==> src/logic_cell_gate_pkg.sv <==
// shared constants and carrier types for the gate-select block
package logic_cell_gate_pkg;

   // register byte offsets on the apb bus
   localparam logic [7:0] OFS_GATE3_TERM_SELECT = 8'h00;
   localparam logic [7:0] OFS_CELL_OUTPUT_MIRROR = 8'h04;

   // register width and number of data inputs
   localparam int REG_WIDTH = 8;
   localparam int DATA_INPUTS = 4;

   // gate-select field positions
   localparam int SEL_IN4_TRUE = 7;
   localparam int SEL_IN4_INV = 6;
   localparam int SEL_IN3_TRUE = 5;
   localparam int SEL_IN3_INV = 4;
   localparam int SEL_IN2_TRUE = 3;
   localparam int SEL_IN2_INV = 2;
   localparam int SEL_IN1_TRUE = 1;
   localparam int SEL_IN1_INV = 0;

   // mirror register field positions
   localparam int MIRROR_CELL_ONE = 0;
   localparam int MIRROR_CELL_TWO = 1;

   // reset values
   localparam logic [1:0] MIRROR_RESET = 2'h0;
   localparam logic [31:0] PRDATA_RESET = 32'h0000_0000;

   // data inputs of the cell, first input in bit 0
   typedef struct packed {
      logic fourth;
      logic third;
      logic second;
      logic first;
   } data_inputs_t;

   // outputs of the two logic cells
   typedef struct packed {
      logic two;
      logic one;
   } cell_outputs_t;

   // apb slave answer state, one-hot
   typedef enum logic [1:0] {
      ST_IDLE = 2'b01,
      ST_RESP = 2'b10
   } apb_state_t;

endpackage

==> src/gate_term_combine.sv <==
// or of the enabled true and inverted data terms of one gate
module gate_term_combine #(
   parameter int N = 4
) (
   // term enables
   input wire logic [N-1:0] true_sel,
   input wire logic [N-1:0] inv_sel,
   // data inputs
   input wire logic [N-1:0] data,
   // combined gate value before polarity
   output logic gate
);

   logic [N-1:0] terms;

   // each input adds its true form, its inverted form, both or neither
   always_comb begin
      terms = (true_sel & data) | (inv_sel & ~data);
   end

   // no enabled term leaves the gate at zero
   assign gate = |terms;

endmodule

==> src/logic_cell_gate_select.sv <==
// gate-select stage of one logic cell gate, with apb register access
// Notes on behaviour
// - select bit 7 gates fourth input true
// - select bit 6 gates fourth input inverted
// - select bit 5 gates third input true
// - select bit 4 gates third input inverted
// - select bit 3 gates second input true
// - select bit 2 gates second input inverted
// - select bit 1 gates first input true
// - select bit 0 gates first input inverted
// - select bits read/write, unknown at power-on, reset-kept
// - mirror bit 0 follows first cell output
// - mirror bit 1 follows second cell output
// - mirror bits 7..2 read zero, writes ignored
//
// The placing of the registers and the APB interface to the registers are this design's own decisions.
module logic_cell_gate_select (
   // clock and reset
   input wire logic clk,
   input wire logic reset_n,
   // apb slave
   input wire logic psel,
   input wire logic penable,
   input wire logic pwrite,
   input wire logic [7:0] paddr,
   input wire logic [31:0] pwdata,
   input wire logic [3:0] pstrb,
   output logic pready,
   output logic [31:0] prdata,
   output logic pslverr,
   // cell data inputs and cell outputs, same clock domain
   input wire logic_cell_gate_pkg::data_inputs_t data_in,
   input wire logic_cell_gate_pkg::cell_outputs_t cell_out,
   // gate value before polarity
   output logic gate_out
);

   logic_cell_gate_pkg::apb_state_t state_r;
   logic_cell_gate_pkg::apb_state_t state_nxt;
   logic pready_r;
   logic pready_nxt;
   logic pslverr_r;
   logic pslverr_nxt;
   logic [31:0] prdata_r;
   logic [31:0] prdata_nxt;
   logic [7:0] select_r;
   logic [7:0] select_nxt;
   logic [1:0] mirror_r;
   logic [1:0] mirror_nxt;
   logic gate_r;
   logic gate_nxt;
   logic hit_select;
   logic hit_mirror;
   logic write_commit;
   logic [31:0] read_value;
   logic [3:0] true_sel;
   logic [3:0] inv_sel;
   logic [3:0] data_vec;
   logic gate_comb;
   logic sel_known_r;
   logic sel_known_nxt;

   // address decode; anything else is unmapped
   assign hit_select = (paddr == logic_cell_gate_pkg::OFS_GATE3_TERM_SELECT);
   assign hit_mirror = (paddr == logic_cell_gate_pkg::OFS_CELL_OUTPUT_MIRROR);

   // a write lands only at the edge where pready is seen high
   assign write_commit = psel && penable && pwrite && pready_r;

   // read mux, narrow data in the low bits, upper bits zero
   always_comb begin
      read_value = logic_cell_gate_pkg::PRDATA_RESET;
      if (hit_select) begin
         read_value[7:0] = select_r;
      end else if (hit_mirror) begin
         read_value[1:0] = mirror_r;
      end
   end

   // apb answer: one wait state, then pready for one cycle
   always_comb begin
      state_nxt = state_r;
      pready_nxt = 1'b0;
      pslverr_nxt = 1'b0;
      prdata_nxt = prdata_r;
      case (state_r)
         logic_cell_gate_pkg::ST_IDLE: begin
            if (psel && penable) begin
               state_nxt = logic_cell_gate_pkg::ST_RESP;
               pready_nxt = 1'b1;
               pslverr_nxt = !(hit_select || hit_mirror);
               prdata_nxt = pwrite ? logic_cell_gate_pkg::PRDATA_RESET : read_value;
            end
         end
         logic_cell_gate_pkg::ST_RESP: begin
            state_nxt = logic_cell_gate_pkg::ST_IDLE;
         end
         default: begin
            state_nxt = logic_cell_gate_pkg::ST_IDLE;
         end
      endcase
   end

   always_ff @(posedge clk) begin
      if (!reset_n) begin
         state_r <= logic_cell_gate_pkg::ST_IDLE;
         pready_r <= 1'b0;
         pslverr_r <= 1'b0;
         prdata_r <= logic_cell_gate_pkg::PRDATA_RESET;
      end else begin
         state_r <= state_nxt;
         pready_r <= pready_nxt;
         pslverr_r <= pslverr_nxt;
         prdata_r <= prdata_nxt;
      end
   end

   // select register; byte lane 0 carries it
   always_comb begin
      select_nxt = select_r;
      if (write_commit && hit_select && pstrb[0]) begin
         select_nxt = pwdata[7:0];
      end
   end

   // deliberately no reset term: the selection survives every reset
   always_ff @(posedge clk) begin
      select_r <= select_nxt;
   end

   // check helper: set by the first select write, unknown until then
   always_comb begin
      sel_known_nxt = sel_known_r | (write_commit && hit_select && pstrb[0]);
   end

   // no reset, like the select, so the hold check can span a reset
   always_ff @(posedge clk) begin
      sel_known_r <= sel_known_nxt;
   end

   // mirror of both cell outputs; writes to it are dropped
   always_comb begin
      mirror_nxt = logic_cell_gate_pkg::MIRROR_RESET;
      mirror_nxt[logic_cell_gate_pkg::MIRROR_CELL_ONE] = cell_out.one;
      mirror_nxt[logic_cell_gate_pkg::MIRROR_CELL_TWO] = cell_out.two;
   end

   always_ff @(posedge clk) begin
      if (!reset_n) begin
         mirror_r <= logic_cell_gate_pkg::MIRROR_RESET;
      end else begin
         mirror_r <= mirror_nxt;
      end
   end

   // unpack the selection into per-input true and inverted enables
   always_comb begin
      true_sel[3] = select_r[logic_cell_gate_pkg::SEL_IN4_TRUE];
      inv_sel[3] = select_r[logic_cell_gate_pkg::SEL_IN4_INV];
      true_sel[2] = select_r[logic_cell_gate_pkg::SEL_IN3_TRUE];
      inv_sel[2] = select_r[logic_cell_gate_pkg::SEL_IN3_INV];
      true_sel[1] = select_r[logic_cell_gate_pkg::SEL_IN2_TRUE];
      inv_sel[1] = select_r[logic_cell_gate_pkg::SEL_IN2_INV];
      true_sel[0] = select_r[logic_cell_gate_pkg::SEL_IN1_TRUE];
      inv_sel[0] = select_r[logic_cell_gate_pkg::SEL_IN1_INV];
      data_vec = data_in;
   end

   gate_term_combine #(
      .N(logic_cell_gate_pkg::DATA_INPUTS)
   ) u_gate (
      .true_sel(true_sel),
      .inv_sel(inv_sel),
      .data(data_vec),
      .gate(gate_comb)
   );

   // registered gate value; adds one cycle of latency
   always_comb begin
      gate_nxt = gate_comb;
   end

   always_ff @(posedge clk) begin
      if (!reset_n) begin
         gate_r <= 1'b0;
      end else begin
         gate_r <= gate_nxt;
      end
   end

   // outputs straight from flip-flops
   assign pready = pready_r;
   assign pslverr = pslverr_r;
   assign prdata = prdata_r;
   assign gate_out = gate_r;
endmodule

==> config.mk <==
export PLATFORM = sky130hd
export DESIGN_NAME = logic_cell_gate_select
export DESIGN_NICKNAME = d
export VERILOG_FILES = /design/src/logic_cell_gate_pkg.sv /design/src/gate_term_combine.sv /design/src/logic_cell_gate_select.sv
export SDC_FILE = /design/constraint.sdc
export NUM_CORES = 1
export LEC_CHECK = 0
export BUFFER_PORTS_ARGS = -buffer_cell sky130_fd_sc_hd__buf_4
export CAP_MARGIN = 5
export CORE_ASPECT_RATIO = 1.4
export CORE_MARGIN = 2
export CORE_UTILIZATION = 40
export DETAILED_ROUTE_END_ITERATION = 8
export GPL_TIMING_DRIVEN = 0
export PLACE_DENSITY = 0.89
export SLEW_MARGIN = 20
export SYNTH_ARGS = -nofsm -noshare
export SYNTH_HDL_FRONTEND = slang
export SYNTH_HIERARCHICAL = 1
export SYNTH_SLANG_ARGS = --single-unit
==> constraint.sdc <==
create_clock -name clk -period 4 [get_ports clk]
set_clock_uncertainty 0.2 [all_clocks]
set_input_delay 0.2 -clock clk [delete_from_list [all_inputs] [get_ports clk]]
set_output_delay 0.2 -clock clk [all_outputs]
set_load 0.01 [all_outputs]
==> reports/qor.csv <==
metric;value;unit
status;completed;
crit path kind;primary input to flop;
Ports;90;
relative slew slack;0.406;
cell area after synthesis;0.00105;mm²
aggregate routed wire length;2190;µm
leakage;0.823;nW
Rows;22;
Worst IR Drop VDD;274;µV
period utilisation layout;0.589;
antenna violations before repair;0;
max-slew violation count;0;
Die Ht;64.8;µm
final period demand of the worst path;2360;ps
Worst EP arrival;2360;ps
vias in the first global route;898;
Hold Path Cell Cnt;3;
Hold/Removal Path Class;primary input to flop;
Clock Tree Root;clkbuf_4;
DRC violations left;0;
RD Place Congestion;0.788;
number of synthesized register bits;23;
WP buf/inv;4;
setup tns final;0;ps
Max Fclk;424;MHz
number of enable flip-flop cells after synthesis;8;
largest net degree at the start of global routing;14;
Synth Instances;98;
switching share of power;0.230;
compound-cell area share of the yosys netlist;0.0427;
number of max-cap violations;0;
GR Util All Layers;0.164;
crit start category;primary input;
Final Setup Violations;0;
RSZ-0062 raised after global routing;false;
global route overflow;0;
family with the most delay on the worst path;buffers and inverters;
drt pass-1 iters;4;
clock-pin slew on the worst setup and hold paths;110;ps
ANT nets after route;0;
clock sink count;23;
via count;877;
H-tree level count;1;
Vias per Instance;4.12;
area grow syn2layout;55.4;%
Most used DFF post-synth;dfxtp_1;
HPWL Detailed;1690;µm
Worst Setup End Kind;flop;
RR Endpoint;select_r[0];
WL per Instance;10.3;µm
post-synthesis async set-or-reset flop share;0;
Die Width;47.4;µm
Core Box Area;0.00256;mm²
# fillers;202;
crit-path cells;dlygate4sd3_1 > buf_4 > nor4_4 > dlygate4sd3_1 > a21oi_1 > dlygate4sd3_1;
# nets final;233;
Design Power;0.429;mW
Synth Area in Adders;0;
CTS tree;done;
clk_lat worst skew;310;ps
Ant. Diodes;0;
Clk network pwr share;0.242;
most frequent CP cell;dlygate4sd3_1;
Worst R2R Path Depth;2;
main combinational cell family by area after synthesis;buffers and inverters;
IO buf count;38;
Max Root-Sink Buffers;2;
hold path startpoint;paddr[2];
net switching power;0.0987;mW
Synth Warn #;6;
Largest stage delay, worst path;610;ps
fraction of layout cells with a size suffix above 1;0.401;
CTS Buf Count;3;
die area;0.00307;mm²
Logic pwr share;0.184;
worst reg2reg startpoint;pready;
distinct cell type count after synthesis;22;
Avg Inst Size Synth;10.8;µm²
R2R Setup Slk;2300;ps
Least-Margin Pin Slew;884;ps
pwr dens;261;mW/mm²
initial drt markers;23;
post-synthesis simple-gate area fraction;0.178;
Worst Hold Endpoint;prdata[1];
mux cell area share after synthesis;0.0569;
Crit-path slowest cell;dlygate4sd3_1;
Reg power frac;0.575;
fraction of synthesized cell area in xor and xnor cells;0;
CP required;4000;ps
starting density of the core;0.412;
post-CTS sizing;0;
Final Hold Fails;0;
CP max FO;4;
first-pass GRT wire length;3550;µm
Pint;0.330;mW
sequential area share after synthesis;0.512;
sequential cells by signal (all words and copies together) (netlist names):
register  cells
prdata        8
select_r      8
mirror_r      2
state_r       2
gate_out      1
pready        1
pslverr       1
synth_stat cells (all sizes together) (2+ instances only):
| cell type | instances | area share |
|---|---|---|
| nand4 | 4 | 0.030 |
| and2 | 3 | 0.018 |
| dfxtp | 15 | 0.28 |
| nor4 | 2 | 0.032 |
| mux2i | 6 | 0.057 |
| buf | 24 | 0.17 |
| edfxtp | 8 | 0.23 |
| inv | 9 | 0.032 |
| o21ai | 8 | 0.038 |
| nand3 | 8 | 0.038 |
| nand2 | 2 | 0.0071 |
power by group through the flow:
stage / Clock (mW) / Sequential [mW] / Combinational (mW)
after floorplan: 0 / 0.252 / 0.0378
after global placement: 0 / 0.251 / 0.0649
after detailed placement: 0 / 0.251 / 0.0662
after CTS: 0.104 / 0.246 / 0.0764
after global routing: 0.117 / 0.246 / 0.0862
final: 0.104 / 0.246 / 0.0787
cell usage in the layout, fill, tap and decap left out, drive strengths merged:
master / count
edfxtp: 8
inv: 9
o21ai: 8
a21oi: 1
clkbuf: 4
dlygate4sd3: 14
and2: 3
conb: 24
and3b: 1
mux2i: 6
dfxtp: 15
and4b: 1
nor2b: 1
nand2: 2
nor4: 2
clkinv: 1
buf: 62
nor3: 1
nand4b: 1
nand4: 4
and4bb: 1
nand3: 8
worst max path at each step:
stage	cells past startpoint	slack (ps)	from	endpoint
6_report	6	1640	paddr[0]	pslverr
3_3_place_gp	4	1920	paddr[7]	select_r[3]
5_1_grt	5	1600	paddr[0]	select_r[0]
4_1_cts	6	1700	paddr[0]	pslverr
3_5_place_dp	4	1870	paddr[7]	select_r[5]
2_1_floorplan	3	2220	paddr[7]	select_r[0]
stage by stage:
stage	setup slack, ps	instance area (µm²)	std cells	hold WS [ps]	util
after floorplan	2220	1140	121	98.9	-
after global placement	1920	1470	195	178	0.575
after detailed placement	1870	1470	195	179	0.575
after CTS	1700	1640	213	14.6	0.640
after global routing	1600	1640	213	27.4	0.640
final	1640	1640	213	14.4	0.640
area by class of cell:
cell class	instances	area (µm²)	area share
Clock buffer	3	22.5	0.0137
Tap cell	36	45.0	0.0275
Buffer	25	184	0.112
Clock inverter	1	5.00	0.00305
Multi-Input combinational cell	64	383	0.234
Sequential cell	23	541	0.330
Inverter	9	33.8	0.0206
Timing Repair Buffer	52	425	0.260
worst min-delay path, stage by stage:
cell	delay, ps
buf_4	110
mux2i_1	70
o21ai_1	110
cells by family after synthesis:
family	count (synthesis)
multiplexers	6
buffers and inverters	34
flip-flops	23
AO/OA/AOI/OAI	9
AND/OR/NAND/NOR	25
other	1
what timing repair did:
item | 4_1_cts | 5_1_grt
endpoints found under the setup margin | 0 | 0
buffers inserted | 0 | 0
endpoints found under the hold margin | 15 | 0
hold buffers | 14 | 0
layer usage:
layer  GRT usage  share of wire  vias up
met4      0.0868          0.028        0
li1            -              -      445
met3      0.0334          0.081        8
met2       0.318           0.58       51
met1       0.138           0.31      373
met5           0              0        -
(Power assumes the default switching activity.)
